$ cat config.mk
export PLATFORM = sky130hd
export DESIGN_NAME = remote_contact_ctrl
export DESIGN_NICKNAME = d
export VERILOG_FILES = /design/src/rtl/remote_contact_pkg.sv /design/src/rtl/remote_contact_ctrl.sv /design/src/rtl/fault_block_timer.sv
export SDC_FILE = /design/constraint.sdc
export NUM_CORES = 1
export LEC_CHECK = 0
export BUFFER_PORTS_ARGS = -buffer_cell sky130_fd_sc_hd__buf_4
export CAP_MARGIN = 20
export CORE_ASPECT_RATIO = 1.75
export CORE_MARGIN = 2
export CORE_UTILIZATION = 35
export CTS_BUF_LIST = sky130_fd_sc_hd__clkbuf_2
export DETAILED_ROUTE_END_ITERATION = 10
export HOLD_SLACK_MARGIN = 0.1
export PLACE_DENSITY_LB_ADDON = 0.1
export SLEW_MARGIN = 20
export SYNTH_ARGS = -nofsm -noshare
export SYNTH_HDL_FRONTEND = slang
export SYNTH_HIERARCHICAL = 1
export SYNTH_SLANG_ARGS = --single-unit
$ cat constraint.sdc
create_clock -name core_clk_i -period 6 [get_ports core_clk_i]
set_input_delay 0.9 -clock core_clk_i [delete_from_list [all_inputs] [get_ports core_clk_i]]
set_output_delay 0.9 -clock core_clk_i [all_outputs]
set_load 0.01 [all_outputs]
$ cat src/rtl/remote_contact_pkg.sv
package remote_contact_pkg;

  // ****************************************
  // Selector values
  // ****************************************
  localparam logic [7:0] CTRL_SRC_REMOTE = 8'h02;
  localparam logic [1:0] RAMP_INTERNAL   = 2'h1;
  localparam logic [1:0] RAMP_LINE       = 2'h2;
  localparam logic [1:0] RAMP_SUM        = 2'h3;

  // ****************************************
  // Status word field positions
  // ****************************************
  localparam int ST_READY    = 0;
  localparam int ST_SWON     = 1;
  localparam int ST_OPREL    = 2;
  localparam int ST_ERROR    = 3;
  localparam int ST_VOLTDIS  = 4;
  localparam int ST_QSTOP    = 5;
  localparam int ST_LOCKOUT  = 6;
  localparam int ST_WARN     = 7;
  localparam int ST_REMOTE   = 9;
  localparam int ST_REFREACH = 10;
  localparam int ST_LIMIT    = 11;
  localparam int ST_WARN2    = 15;

  // ****************************************
  // State codes in status bits 0..6
  // ****************************************
  localparam logic [6:0] CODE_SWON  = 7'h23;
  localparam logic [6:0] CODE_OPREL = 7'h27;
  localparam logic [6:0] CODE_ERROR = 7'h08;
  localparam logic [6:0] CODE_IDLE  = 7'h40;

  // ****************************************
  // Widths and reset values
  // ****************************************
  localparam int CW_INPUTS = 10;
  localparam int FREQ_W    = 18;
  localparam logic [15:0] STATUS_RST = 16'h0000;
  localparam logic [7:0]  ERRCODE_RST = 8'h00;

  // ****************************************
  // Timing
  // ****************************************
  localparam int CLK_HZ         = 20000000;
  localparam int BLOCK_TIME_S   = 15;
  localparam longint BLOCK_CYC  = longint'(BLOCK_TIME_S) * longint'(CLK_HZ);
  localparam int BLOCK_CNT_W    = 29;

endpackage

$ cat src/rtl/remote_contact_ctrl.sv
// What this block does
// RULE1: Selector value 2 takes command inputs from the control word.
// RULE2: Control-word bits 0..9 replace the ten digital input terminals.
// RULE3: Drive release needs control-word bit 0 and hardware release both set.
// RULE4: Input monitor shows emulated inputs only with release and bit 0 set.
// RULE5: Status bits 0..6 give 0x23, 0x27 or 0x08 for state; the code also gives 0x40 in idle before switch-on.
// RULE6: Status word fields: ready, on, released, error, ..., remote, reached, limit.
// RULE7: Fault enters error; acknowledge refused for 15 seconds after fault.
// RULE8: Latest fault cause held as readable error code.
// RULE9: Status bit 7 flags warning; causes readable in warnings value.
// RULE10: Remote bit set only with selector 2 and release; only then commands act.
// RULE11: Bit 10 set when actual within tolerance, or power-fail reached 0 Hz.
// RULE12: Bit 11 set while current, torque or overvoltage limit active.
// RULE13: Bit 15 on delayed critical warning; bit 7 follows bit 15.
// RULE14: Ramp source 1 internal, 2 line, 3 signed sum.
// RULE15: Line-only source limited to minimum frequency, sign kept from last nonzero.
// RULE16: Bus master writes line reference frequency parameter.
// RULE17: Internal reference, line reference and ramp output are readable.
// RULE18: In remote mode only hardware-source selections read terminals.
// RULE19: Operator sets selector 2 in every parameter set.
// RULE20: Master sends 16-bit control word, reads 16-bit status word.
// RULE21: Control-word bits 10..15 are ignored in remote mode.
`timescale 1ns/1ps
module remote_contact_ctrl
  import remote_contact_pkg::*;
#(
  parameter logic [BLOCK_CNT_W-1:0] BLOCK_CYCLES = BLOCK_CNT_W'(BLOCK_CYC)
) (
  // Clock and reset
  input  wire logic                  core_clk_i,
  input  wire logic                  nrst_i,
  // Selectors, control word and frequency values
  input  wire logic [7:0]            ctrl_source_i,
  input  wire logic [15:0]           control_word_i,
  input  wire logic [1:0]            ramp_source_i,
  input  wire logic signed [FREQ_W-1:0] line_ref_freq_i,
  input  wire logic signed [FREQ_W-1:0] internal_ref_freq_i,
  input  wire logic [FREQ_W-1:0]     min_freq_i,
  input  wire logic signed [FREQ_W-1:0] actual_freq_i,
  input  wire logic [FREQ_W-1:0]     tolerance_i,
  // Terminal and drive-side levels
  input  wire logic [CW_INPUTS-1:0]  terminal_inputs_i,
  input  wire logic                  hw_release_i,
  input  wire logic                  switched_on_i,
  input  wire logic                  fault_i,
  input  wire logic [7:0]            fault_code_i,
  input  wire logic                  fault_ack_i,
  input  wire logic [15:0]           warnings_i,
  input  wire logic                  critical_warning_flag_i,
  input  wire logic                  power_fail_zero_i,
  input  wire logic                  current_limit_i,
  input  wire logic                  torque_limit_i,
  input  wire logic                  overvoltage_ctrl_i,
  // Registered outputs
  output logic [CW_INPUTS-1:0]       command_inputs_o,
  output logic [CW_INPUTS-1:0]       input_monitor_o,
  output logic [CW_INPUTS-1:0]       hw_source_inputs_o,
  output logic                       drive_release_o,
  output logic [15:0]                drive_state_flags_o,
  output logic [7:0]                 current_error_o,
  output logic [15:0]                warnings_o,
  output logic signed [FREQ_W-1:0]   internal_ref_o,
  output logic signed [FREQ_W-1:0]   bus_ref_o,
  output logic signed [FREQ_W-1:0]   ramp_ref_o
);

  // ****************************************
  // State
  // ****************************************
  typedef enum logic [2:0] {
    DRV_IDLE  = 3'b001,
    DRV_RUN   = 3'b010,
    DRV_FAULT = 3'b100
  } drv_state_t;

  typedef struct packed {
    drv_state_t               drv;
    logic                     line_neg;
    logic [CW_INPUTS-1:0]     cmd;
    logic [CW_INPUTS-1:0]     mon;
    logic [CW_INPUTS-1:0]     hwsrc;
    logic                     release_q;
    logic [15:0]              status;
    logic [7:0]               err;
    logic [15:0]              warn;
    logic signed [FREQ_W-1:0] intref;
    logic signed [FREQ_W-1:0] busref;
    logic signed [FREQ_W-1:0] ramp;
  } ctrl_state_t;

  ctrl_state_t st;
  ctrl_state_t next_st;
  logic        block_busy;
  logic        fault_start;

  // ****************************************
  // Helper functions
  // ****************************************
  // Absolute value, used for both tolerance and minimum checks
  function automatic logic [FREQ_W-1:0] mag(input logic signed [FREQ_W-1:0] v);
    mag = v[FREQ_W-1] ? FREQ_W'(-v) : FREQ_W'(v);
  endfunction

  // Selector decode, shared by command, monitor and remote flag
  function automatic logic is_remote_sel(input logic [7:0] sel);
    is_remote_sel = (sel == CTRL_SRC_REMOTE);
  endfunction

  // ****************************************
  // Blocking timer
  // ****************************************
  // Fault start pulses only on entry, so a held fault input keeps one window
  assign fault_start = fault_i && (st.drv != DRV_FAULT);

  // RULE7: fault blocking window
  fault_block_timer #(
    .BLOCK_CYCLES (BLOCK_CYCLES)
  ) u_block (
    .core_clk_i (core_clk_i),
    .nrst_i     (nrst_i),
    .start_i    (fault_start),
    .busy_o     (block_busy)
  );

  // ****************************************
  // Next-state logic
  // ****************************************
  always_comb begin
    logic                     remote;
    logic                     rel;
    logic [CW_INPUTS-1:0]     emu;
    logic signed [FREQ_W:0]   sum;
    logic signed [FREQ_W-1:0] line_lim;
    logic signed [FREQ_W-1:0] diff;
    logic [6:0]               code;
    remote   = 1'b0;
    rel      = 1'b0;
    emu      = '0;
    sum      = '0;
    line_lim = '0;
    diff     = '0;
    code     = CODE_IDLE;
    next_st  = st;

    // ****************************************
    // Command source
    // ****************************************
    // RULE1: remote-contact source select
    // RULE10: commands act only with release present
    remote = is_remote_sel(ctrl_source_i) && hw_release_i;

    // RULE2: bits 0..9 emulate the terminals
    // RULE21: upper bits dropped
    emu = control_word_i[CW_INPUTS-1:0];
    if (is_remote_sel(ctrl_source_i)) begin
      // Without the hardware release no emulated input is passed on
      next_st.cmd = remote ? emu : '0;
    end else begin
      // Terminal mode passes the pins through
      next_st.cmd = terminal_inputs_i;
    end

    // RULE18: hardware-source selections always see terminals
    next_st.hwsrc = terminal_inputs_i;

    // ****************************************
    // Release and monitor
    // ****************************************
    // RULE3: software alone never releases
    rel = hw_release_i && next_st.cmd[0] && (st.drv != DRV_FAULT);
    next_st.release_q = rel && (st.drv == DRV_RUN);

    // RULE4: monitor gated by release and bit 0
    if (is_remote_sel(ctrl_source_i)) begin
      // Monitor reads clear unless both release conditions hold
      next_st.mon = (hw_release_i && control_word_i[0]) ? emu : '0;
    end else begin
      next_st.mon = terminal_inputs_i;
    end

    // ****************************************
    // Drive sequence
    // ****************************************
    // RULE7: fault entry and blocked acknowledge
    case (st.drv)
      DRV_IDLE: begin
        // Fault has priority over a start
        if (fault_i) begin
          next_st.drv = DRV_FAULT;
        end else if (switched_on_i && rel) begin
          next_st.drv = DRV_RUN;
        end
      end
      DRV_RUN: begin
        // Losing either release condition drops back to idle
        if (fault_i) begin
          next_st.drv = DRV_FAULT;
        end else if (!switched_on_i || !rel) begin
          next_st.drv = DRV_IDLE;
        end
      end
      DRV_FAULT: begin
        // Acknowledge waits for the blocking window and a quiet fault line
        if (fault_ack_i && !block_busy && !fault_i) begin
          next_st.drv = DRV_IDLE;
        end
      end
      default: begin
        next_st.drv = DRV_IDLE;
      end
    endcase

    // ****************************************
    // Fault record and warnings
    // ****************************************
    // RULE8: keep the latest fault cause
    if (fault_start) begin
      next_st.err = fault_code_i;
    end

    // RULE9: warning causes readable
    next_st.warn = warnings_i;

    // ****************************************
    // Ramp source
    // ****************************************
    // RULE14: ramp source selection
    // RULE15: line-only value limited to minimum magnitude
    // Sign memory follows only nonzero line values
    if (line_ref_freq_i != '0) begin
      next_st.line_neg = line_ref_freq_i[FREQ_W-1];
    end
    // Small line values are raised to the minimum magnitude
    if (mag(line_ref_freq_i) < min_freq_i) begin
      line_lim = next_st.line_neg ? FREQ_W'(-$signed({1'b0, min_freq_i[FREQ_W-2:0]}))
                                  : $signed({1'b0, min_freq_i[FREQ_W-2:0]});
    end else begin
      line_lim = line_ref_freq_i;
    end
    // Sign-extended sum keeps the carry out of the signed range
    sum = {internal_ref_freq_i[FREQ_W-1], internal_ref_freq_i}
        + {line_ref_freq_i[FREQ_W-1], line_ref_freq_i};
    case (ramp_source_i)
      RAMP_INTERNAL: begin
        next_st.ramp = internal_ref_freq_i;
      end
      RAMP_LINE: begin
        // Line-only value already limited to the minimum
        next_st.ramp = line_lim;
      end
      RAMP_SUM: begin
        // Wraps to the output width; the master keeps the sum in range
        next_st.ramp = sum[FREQ_W-1:0];
      end
      default: begin
        // Unused code 0 falls back to the internal channel
        next_st.ramp = internal_ref_freq_i;
      end
    endcase

    // ****************************************
    // Readbacks
    // ****************************************
    // RULE17: readable reference values
    next_st.intref = internal_ref_freq_i;
    next_st.busref = line_ref_freq_i;

    // ****************************************
    // Status word
    // ****************************************
    // RULE5: state code in bits 0..6
    // Code follows the registered state, so it trails a transition by one cycle
    case (st.drv)
      DRV_RUN: begin
        code = CODE_OPREL;
      end
      DRV_FAULT: begin
        code = CODE_ERROR;
      end
      DRV_IDLE: begin
        // Lock-out code until the drive is switched on
        code = switched_on_i ? CODE_SWON : CODE_IDLE;
      end
      default: begin
        code = CODE_IDLE;
      end
    endcase

    // RULE6: status word assembly
    // Bits 4, 8 and 12..14 stay clear, as does bit 5 in error
    next_st.status = STATUS_RST;
    next_st.status[ST_LOCKOUT:ST_READY] = code;

    // RULE13: critical warning forces bit 7
    next_st.status[ST_WARN2] = critical_warning_flag_i;
    next_st.status[ST_WARN]  = (warnings_i != '0) || critical_warning_flag_i;

    // RULE10: remote flag
    next_st.status[ST_REMOTE] = remote;

    // RULE11: reference reached
    // Compared against the ramp output, not the raw line value
    diff = actual_freq_i - next_st.ramp;
    next_st.status[ST_REFREACH] = (mag(diff) <= tolerance_i) || power_fail_zero_i;

    // RULE12: any internal limit
    next_st.status[ST_LIMIT] = current_limit_i || torque_limit_i || overvoltage_ctrl_i;
  end

  // ****************************************
  // Registers
  // ****************************************
  // Whole state cleared first, then fields with a meaningful reset value
  // Sign defaults positive after power-up
  always_ff @(posedge core_clk_i or negedge nrst_i) begin
    if (!nrst_i) begin
      st          <= '0;
      st.drv      <= DRV_IDLE;
      st.status   <= STATUS_RST;
      st.err      <= ERRCODE_RST;
      st.line_neg <= 1'b0;
    end else begin
      st <= next_st;
    end
  end

  // ****************************************
  // Outputs, all registered
  // ****************************************
  // Plain wires from the state register, no logic after the flops
  assign command_inputs_o    = st.cmd;
  assign input_monitor_o     = st.mon;
  assign hw_source_inputs_o  = st.hwsrc;
  assign drive_release_o     = st.release_q;
  assign drive_state_flags_o = st.status;
  assign current_error_o     = st.err;
  assign warnings_o          = st.warn;
  assign internal_ref_o      = st.intref;
  assign bus_ref_o           = st.busref;
  assign ramp_ref_o          = st.ramp;

endmodule

$ cat src/rtl/fault_block_timer.sv
`timescale 1ns/1ps
module fault_block_timer
  import remote_contact_pkg::*;
#(
  parameter logic [BLOCK_CNT_W-1:0] BLOCK_CYCLES = BLOCK_CNT_W'(BLOCK_CYC)
) (
  input  wire logic core_clk_i,
  input  wire logic nrst_i,
  input  wire logic start_i,
  output logic      busy_o
);

  typedef struct packed {
    logic [BLOCK_CNT_W-1:0] cnt;
    logic                   busy;
  } timer_state_t;

  timer_state_t st;
  timer_state_t next_st;

  // Restart on every fault entry, count down to expiry
  always_comb begin
    next_st = st;
    if (start_i) begin
      next_st.cnt  = BLOCK_CYCLES;
      next_st.busy = 1'b1;
    end else if (st.busy) begin
      if (st.cnt <= BLOCK_CNT_W'(1)) begin
        next_st.cnt  = '0;
        next_st.busy = 1'b0;
      end else begin
        next_st.cnt = st.cnt - BLOCK_CNT_W'(1);
      end
    end
  end

  always_ff @(posedge core_clk_i or negedge nrst_i) begin
    if (!nrst_i) begin
      st <= '0;
    end else begin
      st <= next_st;
    end
  end

  assign busy_o = st.busy;

endmodule

**After elaboration in Yosys (flattened, before gate mapping)**

Index checks and enable logic that the tools add are counted.

- Flip-flop bits (word level): 155
- Input port bits: 161
- Output and inout port bits: 125
- Word-level logic and storage cells: 77

- Add/sub/neg operators: 6
- Order comparisons: 3
- Equal/unequal tests: 10
- Multiplexer cells: 22
- Reduce and logical (&&, ||, !) cells: 22

Operator list:

| operator | count |
|---|---|
| $mux W18 | 4 |
| $mux W30 | 2 |
| $mux W10 | 4 |
| $neg A18 Y18 | 2 |
| $pmux W18 S2 | 1 |
| $le A29 B1 Y1 const B | 1 |
| $mux W29 | 1 |
| $sub A29 B1 Y29 const B | 1 |
| $pmux W7 S3 | 1 |
| $add A18 B18 Y18 | 1 |
| $le A18 B18 Y1 | 1 |
| $lt A18 B18 Y1 | 1 |
| $neg A17 Y18 | 1 |
| $reduce_bool A18 Y1 | 1 |
| $sub A18 B18 Y18 | 1 |
| $reduce_bool A16 Y1 | 1 |
| $mux W3 | 5 |
| $logic_and A1 B1 Y1 | 9 |
| $pmux W3 S3 | 1 |
| $eq A8 B2 Y1 const B | 1 |
| $mux W7 | 1 |
| $ne A3 B3 Y1 const B | 2 |
| $logic_or A1 B1 Y1 | 5 |
| $eq A2 B2 Y1 const B | 2 |
| other kinds (9) | 13 |

**Logic depth before layout (Yosys ltp)**

Gate-level depths: netlist of run 1.

- Depth in word-level cells: 11
- Depth in mapped cells: 39
- Mapped depth without buffers: 36

**Hierarchy**

The synthesis of run 1 kept the hierarchy.

By module, submodules not included:

| module | times used | cells an instance | area each (um2) | sequential area each (um2) |
|---|---|---|---|---|
| remote_contact_ctrl | 1 | 1,018 | 9,127.5 | 3,054.2 |
| fault_block_timer | 1 | 190 | 1,724.2 | 750.7 |

**Worst setup path after synthesis of run 1**

No wires, ideal clock.

- Kind: in2reg
- From: input line_ref_freq_i[0]
- To: register st (netlist bit drive_state_flags_o[10])
- Library setup time: 0.095 ns
- Arrival: 8.108 ns
- Required time: 5.905 ns
- Slack: -2.203 ns
- Stages on the path: 35
- Buffers on the path: 2
- Cells stage by stage: or3_1 -> or3_1 -> or3_1 -> nand2b_1 -> o21ai_0 -> xnor2_1 -> ha_1 -> a21o_1 -> a21o_1 -> a221oi_1 -> clkbuf_1 -> a21oi_1 -> o311ai_0 -> o21ai_0 -> ha_1 -> o21ai_1 -> a211oi_2 -> o21ai_2 -> a2111oi_2 -> and4b_4 -> a311oi_4 -> a21o_1 -> buf_6 -> a21oi_1 -> a21oi_1 -> ha_1 -> nor2b_1 -> o21a_1 -> o21a_1 -> o21a_1 -> o21ai_0 -> a21oi_1 -> o211ai_1 -> a21oi_1 -> o31ai_1

RTL lines:

| element | line | source |
|---|---|---|
| start: declaration | remote_contact_ctrl.sv:36 | `input wire logic signed [FREQ_W-1:0] line_ref_freq_i,` |
| end signal: assignment | remote_contact_ctrl.sv:323 | `st <= next_st;` |
| end: declaration | remote_contact_ctrl.sv:91 | `ctrl_state_t st;` |

==> impl_metrics.env, run 1 <==
export IMPL_status="finished, violations left"
export IMPL_violations="negative setup slack"
export IMPL_finalWorstSetupSlack_ps=-1470
export IMPL_coreArea_um2=30600
export IMPL_synth_cell_area_um2=10900
export IMPL_hold_path_class="in -> reg"
export IMPL_maxSlewViolCount=0
export IMPL_gp_congestion=0.891
export IMPL_power_leakage_nw=7.37
export IMPL_tns_ps=-1470
export IMPL_cts_tree="built"
export IMPL_ys_top_cells_by_area="dfrtp_1 35%, buf_4 8.6%, ha_1 8.5%"
export IMPL_rsz0062_at_grt="yes"
export IMPL_syn_to_final_growth_pct=41.6
export IMPL_cp_slowest_stage_delay_ps=390
export IMPL_timing_slew_headroom_pct=31.3
export IMPL_worst_pin_slew_ps=1020
export IMPL_fp_dieH_um=237
export IMPL_period_share_pct=124
export IMPL_hold_violations=0
export IMPL_nets=1891
export IMPL_synth_edf_count=0
export IMPL_critPathArrivalTime_ps=8250
export IMPL_die_area_um2=32500
export IMPL_final_common_cell="buf_4"
export IMPL_cts_max_level=4
export IMPL_dieWidth_um=137
export IMPL_clkTransAtPathRegs_ps=300
export IMPL_drt_total_wl_um=36600
export IMPL_cp_required_ps=6780
export IMPL_numCtsBuffers=17
export IMPL_max_cap_violations=0
export IMPL_fin_skew_ps=66.3
export IMPL_portBuffers=274
export IMPL_power_density_nw_per_um2=239
export IMPL_layout_common_cells="538 x buf_4, 151 x dfrtp_1, 95 x nand2_1, 84 x nor2_1, 80 x a21oi_1"
export IMPL_synth_seq_cells=152
export IMPL_avgSynthCellArea_um2=8.98
export IMPL_drc=0
export IMPL_grt_pass1_wl_um=56700
export IMPL_cpMaxStageDelayCell="or3_4"
export IMPL_multi_input_area_um2=6030
export IMPL_post_drt_wl_per_cell_um=17.8
export IMPL_syn_inst=1208
export IMPL_cts_root_buffer="clkbuf_2"
export IMPL_min_period_ps=7470
export IMPL_dr_total_vias=10400
export IMPL_crit_fanout=9
export IMPL_clk_path_buf_depth=2
export IMPL_cts_sinks=152
export IMPL_synth_area_leader_cell="dfrtp_1"
export IMPL_finalSetupViolations=1
export IMPL_cpMostUsedCell="a21o_1"
export IMPL_num_rows=85
export IMPL_synthFlopType="dfrtp_1"
export IMPL_async_flop_share_pct=100
export IMPL_via_per_inst=5.03
export IMPL_finalPower_mw=3.68
export IMPL_grt_antenna_before_repair=4
export IMPL_worst_setup_path_start_kind="input pin"
export IMPL_regArea_um2=3800
export IMPL_grt_pass1_vias=10900
export IMPL_clock_fmax_ghz=0.134
export IMPL_ys_seq_area_share_pct=35.1
export IMPL_antenna_left=0
export IMPL_grt_util_all_layers_pct=22.9
export IMPL_synth_cell_type_count=84
export IMPL_drive_gt1_share_pct=39.8
export IMPL_peakVddDrop_v=0.000197
export IMPL_whs_ps=253
export IMPL_grt_max_degree=65
export IMPL_io_pins=286
export IMPL_synth_warning_count=6
export IMPL_first_pass_iters=4
export IMPL_start_util_pct=35.4
export IMPL_crit_type="in -> reg"
export IMPL_first_iter_violations=363
export IMPL_grt_ovfl_total=0
export IMPL_fillCellCount=3003
export IMPL_crit_path_end_kind="register"
export IMPL_place_hpwl_um=29500
export IMPL_yosys_area_top_type_share_pct=34.8
export IMPL_clkLatencyLatePin_ps=850
-- routing by layer --
metal  GRT usage (%)  share of wire [%]
met5               0              0.093
met4            9.31                3.5
met3            3.83                3.9
met2            46.9                 60
met1            21.1                 33
-- power breakdown --
group	internal [mW]	leakage (nW)	switching (mW)	total [mW]
clock network	0.179	0.152	0.462	0.641
logic	0.920	5.44	0.906	1.83
registers	1.13	1.78	0.0782	1.21
-- kinds of logic (layout without fill, tap and decap cells) --
kind of cell               count (synthesis)  count (layout)  share of synthesized area, %
buffers and inverters                    226             681                          12.4
other                                      1               6                        0.0346
DFF                                      152             152                          35.1
muxes                                     11              11                          1.06
AOI/OAI and AO/OA                        311             311                          19.6
xor gates and xnor gates                  66              66                          5.33
and+or+nand+nor                          365             365                          17.5
adders and majority gates                 76              76                          8.90
-- flip-flops by register name, summed over array words and instances (netlist names) --
register and count:
input_monitor_o 10, current_error_o 8, command_inputs_o 10, bus_ref_o 18
st 4, hw_source_inputs_o 10, u_block/busy_o 1, ramp_ref_o 18
u_block/st 29, internal_ref_o 18, warnings_o 16, drive_state_flags_o 9
drive_release_o 1
-- worst paths after layout --
kind | cells after the start | to | start | slack [ps]
setup reg to reg | 27 | drive_state_flags_o[10] | st[125] | 340
min in group asynchronous | 2 | hw_source_inputs_o[1] | nrst_i | 550
max in group asynchronous | 3 | bus_ref_o[1] | nrst_i | 4320
hold / removal | 2 | st[127] | fault_i | 250
setup / recovery | 36 | drive_state_flags_o[10] | line_ref_freq_i[0] | -1470
hold reg to reg | 2 | current_error_o[6] | current_error_o[6] | 510
-- final cells by class --
type	count	area share [%]
inverter	64	1.57
tap	391	3.18
multi-input combinational	834	39.2
clock buffer	17	0.554
sequential	152	24.8
clock inverter	15	1.19
timing repair buffer	585	29.5
antenna	1	0.0163
-- per-stage QoR --
step / worst slack, ps / util [%] / cells / cell area [um2]
after floorplan: -1690 / - / 1212 / 11000
after detailed placement: -2340 / 46.7 / 1970 / 14300
after global routing: -1720 / 50.2 / 2059 / 15400
after global placement: -2240 / 46.7 / 1970 / 14300
after CTS: -1220 / 49.5 / 2050 / 15200
final: -1470 / 50.2 / 2059 / 15400
-- synthesized netlist by cell type, types with 4 or more instances --
library cell / count
a2111oi_0: 5
a211oi_1: 11
a21o_1: 34
a21oi_1: 88
a21oi_2: 8
a22o_1: 14
a31oi_1: 12
a32o_1: 10
and2_1: 8
and3_1: 4
buf_2: 10
buf_4: 124
clkbuf_1: 23
dfrtp_1: 151
ha_1: 74
inv_1: 62
mux2_2: 4
mux2i_1: 7
nand2_1: 97
nand2b_1: 15
nand3_1: 19
nand3b_1: 6
nand4_1: 16
nor2_1: 85
nor2b_1: 11
nor3_1: 35
nor3_2: 7
nor4_1: 16
o211ai_1: 7
o21a_1: 9
o21ai_0: 49
o21bai_1: 4
o311ai_0: 5
o31ai_1: 9
o41ai_1: 7
or3_1: 20
or4_1: 4
xnor2_1: 50
xor2_1: 16
-- timing repair --
action | in CTS | in global routing
hold endpoints to repair | 99 | 0
pin swaps | 10 | 19
setup endpoints to repair | 1 | 1
gates cloned | 1 | 0
hold buffers | 40 | 0
gates resized for setup | 24 | 29
buffers inserted | 7 | 8
-- worst max-delay path, delay by kind of cell --
kind / cells / cell delay, ps
AND/OR/NAND/NOR: 7 / 1810
AO/OA/AOI/OAI: 19 / 3680
adder cells (fa/ha/maj): 3 / 880
XOR/XNOR: 2 / 270
buffers and inverters: 5 / 730
Note: power is estimated with default switching activity, not from simulation.
==> run 2, diff against run 1 <==
--- a/config.mk
+++ b/config.mk
@@ -7,9 +7,11 @@
 export LEC_CHECK = 0
 export BUFFER_PORTS_ARGS = -buffer_cell sky130_fd_sc_hd__buf_4
 export CAP_MARGIN = 20
+export CELL_PAD_IN_SITES_DETAIL_PLACEMENT = 0
+export CELL_PAD_IN_SITES_GLOBAL_PLACEMENT = 2
 export CORE_ASPECT_RATIO = 1.75
 export CORE_MARGIN = 2
-export CORE_UTILIZATION = 35
+export CORE_UTILIZATION = 33
 export CTS_BUF_LIST = sky130_fd_sc_hd__clkbuf_2
 export DETAILED_ROUTE_END_ITERATION = 10
 export HOLD_SLACK_MARGIN = 0.1
==> run 2 against run 1 <==
Against the previous run:
- the flow still finishes with violations (negative setup slack)
- clock power shrank 2%
- worst hold slack lost 56 ps
- critical path depth grew 3
- fmax grew 3.1%
- setup slack gained 220 ps
- register-to-register slack gained 170 ps
- non-clock buffer count grew 1
- sequential share of layout area shrank 0.070 points
- global-route usage shrank 1.3 points
- utilization shrank 2.5 points
- sequential cell count is the same
- design area grew 0.29%
- largest cell class unchanged
- largest power group unchanged
- highest routed layer is now met4
==> impl_metrics.env, run 2 (same netlist as run 1, synthesis figures left out) <==
export IMPL_worst_setup_path_start_kind="input pin"
export IMPL_nets=1892
export IMPL_dieWidth_um=141
export IMPL_cp_slowest_stage_delay_ps=510
export IMPL_peakVddDrop_v=0.000111
export IMPL_period_share_pct=121
export IMPL_clkLatencyLatePin_ps=880
export IMPL_crit_type="in -> reg"
export IMPL_clock_fmax_ghz=0.138
export IMPL_die_area_um2=34400
export IMPL_antenna_left=0
export IMPL_rsz0062_at_grt="yes"
export IMPL_finalSetupViolations=1
export IMPL_portBuffers=274
export IMPL_clk_path_buf_depth=2
export IMPL_largest_register_ffs=29
export IMPL_fillCellCount=3240
export IMPL_maxSlewViolCount=0
export IMPL_drt_total_wl_um=37100
export IMPL_max_cap_violations=0
export IMPL_dp_slack_ps=-2630
export IMPL_grt_ovfl_total=0
export IMPL_drive_gt1_share_pct=39.7
export IMPL_power_internal_mw=2.19
export IMPL_grt_antenna_before_repair=2
export IMPL_first_pass_iters=5
export IMPL_hold_path_class="in -> reg"
export IMPL_swShare_pct=40.1
export IMPL_critPathArrivalTime_ps=8060
export IMPL_first_iter_violations=368
export IMPL_power_frac_seq_pct=33.1
export IMPL_numCtsBuffers=17
export IMPL_cts_tree="built"
export IMPL_cp_required_ps=6820
export IMPL_fp_dieH_um=244
export IMPL_fin_skew_ps=34.7
export IMPL_num_rows=87
export IMPL_tns_ps=-1240
export IMPL_place_hpwl_um=30000
export IMPL_regMostFlops="u_block/st"
export IMPL_hold_violations=0
export IMPL_finalWorstSetupSlack_ps=-1240
export IMPL_final_common_cell="buf_4"
export IMPL_grt_pass1_wl_um=57200
export IMPL_reg2reg_from="st[125]"
export IMPL_cpMaxStageDelayCell="or4b_4"
export IMPL_dr_total_vias=10400
export IMPL_io_pins=286
export IMPL_status="finished, violations left"
export IMPL_hp_start="overvoltage_ctrl_i"
export IMPL_worst_pin_slew_ps=1180
export IMPL_coreArea_um2=32300
export IMPL_clkTransAtPathRegs_ps=290
export IMPL_min_period_ps=7240
export IMPL_power_density_nw_per_um2=237
export IMPL_drc=0
export IMPL_cts_root_buffer="clkbuf_2"
export IMPL_crit_path_end_kind="register"
export IMPL_gp_congestion=0.901
export IMPL_syn_to_final_growth_pct=42.0
export IMPL_power_leakage_nw=7.38
export IMPL_start_util_pct=33.6
export IMPL_post_drt_wl_per_cell_um=17.9
export IMPL_p_switching_mw=1.46
export IMPL_layout_common_cells="536 x buf_4, 151 x dfrtp_1, 95 x nand2_1, 84 x nor2_1, 79 x a21oi_1"
export IMPL_grt_pass1_vias=10900
export IMPL_via_per_inst=5.01
export IMPL_violations="negative setup slack"
export IMPL_cts_sinks=152
export IMPL_timing_slew_headroom_pct=20.5
export IMPL_clockPowerShare_pct=17.2
export IMPL_p_comb_share_pct=49.7
export IMPL_grt_max_degree=97
export IMPL_cts_max_level=4
export IMPL_grt_util_all_layers_pct=21.6
export IMPL_crit_fanout=7
export IMPL_crit_start="line_ref_freq_i[0]"
run 2: power groups by stage:
stage	sequential (mW)	combinational (mW)	clock (mW)
5_1_grt	1.22	1.99	0.704
3_3_place_gp	1.22	1.71	0
4_1_cts	1.21	1.80	0.668
3_5_place_dp	1.23	1.71	0
6_report	1.21	1.81	0.627
2_1_floorplan	1.20	1.01	0
run 2: cell type report:
type	count	area [um2]	share of cell area, %
tap	400	500	3.25
antenna	2	5.00	0.0325
inverter	64	241	1.57
multi-input combinational	834	6040	39.2
clock inverter	15	173	1.12
timing repair buffer	586	4560	29.6
sequential	152	3800	24.7
clock buffer	17	85.1	0.552
run 2: per-layer routing:
metal	wire [um]	track usage (%)	share of wire, %	up-vias
li1	-	-	-	5096
met1	13200	21.1	36	4954
met2	21400	43.5	58	260
met3	1040	2.40	2.8	71
met4	1510	10.6	4.1	0
met5	0	0	0	-
run 2: worst max-delay path: cells and delay by family:
family                   cells  cell delay [ps]
AO/OA/AOI/OAI               22             3730
AND/OR/NAND/NOR              6             1440
XOR/XNOR                     1              170
adder cells (fa/ha/maj)      4             1000
buffers and inverters        6              820
run 2: path summary, 6_finish.rpt:
kind                                           end  slack (ps)  cells past startpoint
setup / recovery           drive_state_flags_o[10]       -1240                     39
setup reg to reg           drive_state_flags_o[10]         510                     29
max in group asynchronous            bus_ref_o[13]        4000                      3
min in group asynchronous    hw_source_inputs_o[5]         620                      2
hold / removal             drive_state_flags_o[11]         200                      2
hold reg to reg                 current_error_o[6]         510                      2
run 2: metrics by stage:
step	power [mW]	instance area, um2	util [%]	hold slack, ps	cells
final	3.65	15400	47.7	197	2070
after floorplan	2.21	11000	-	447	1212
after global placement	2.93	14300	44.3	459	1979
after global routing	3.92	15400	47.7	104	2070
after CTS	3.68	15300	47.3	101	2067
after detailed placement	2.94	14300	44.3	463	1979
run 2: what timing repair did:
item	in CTS	in global routing
hold endpoints to repair	135	0
buffers inserted	14	1
gates resized for setup	35	18
hold buffers	42	0
setup endpoints to repair	1	1
pin swaps	10	9
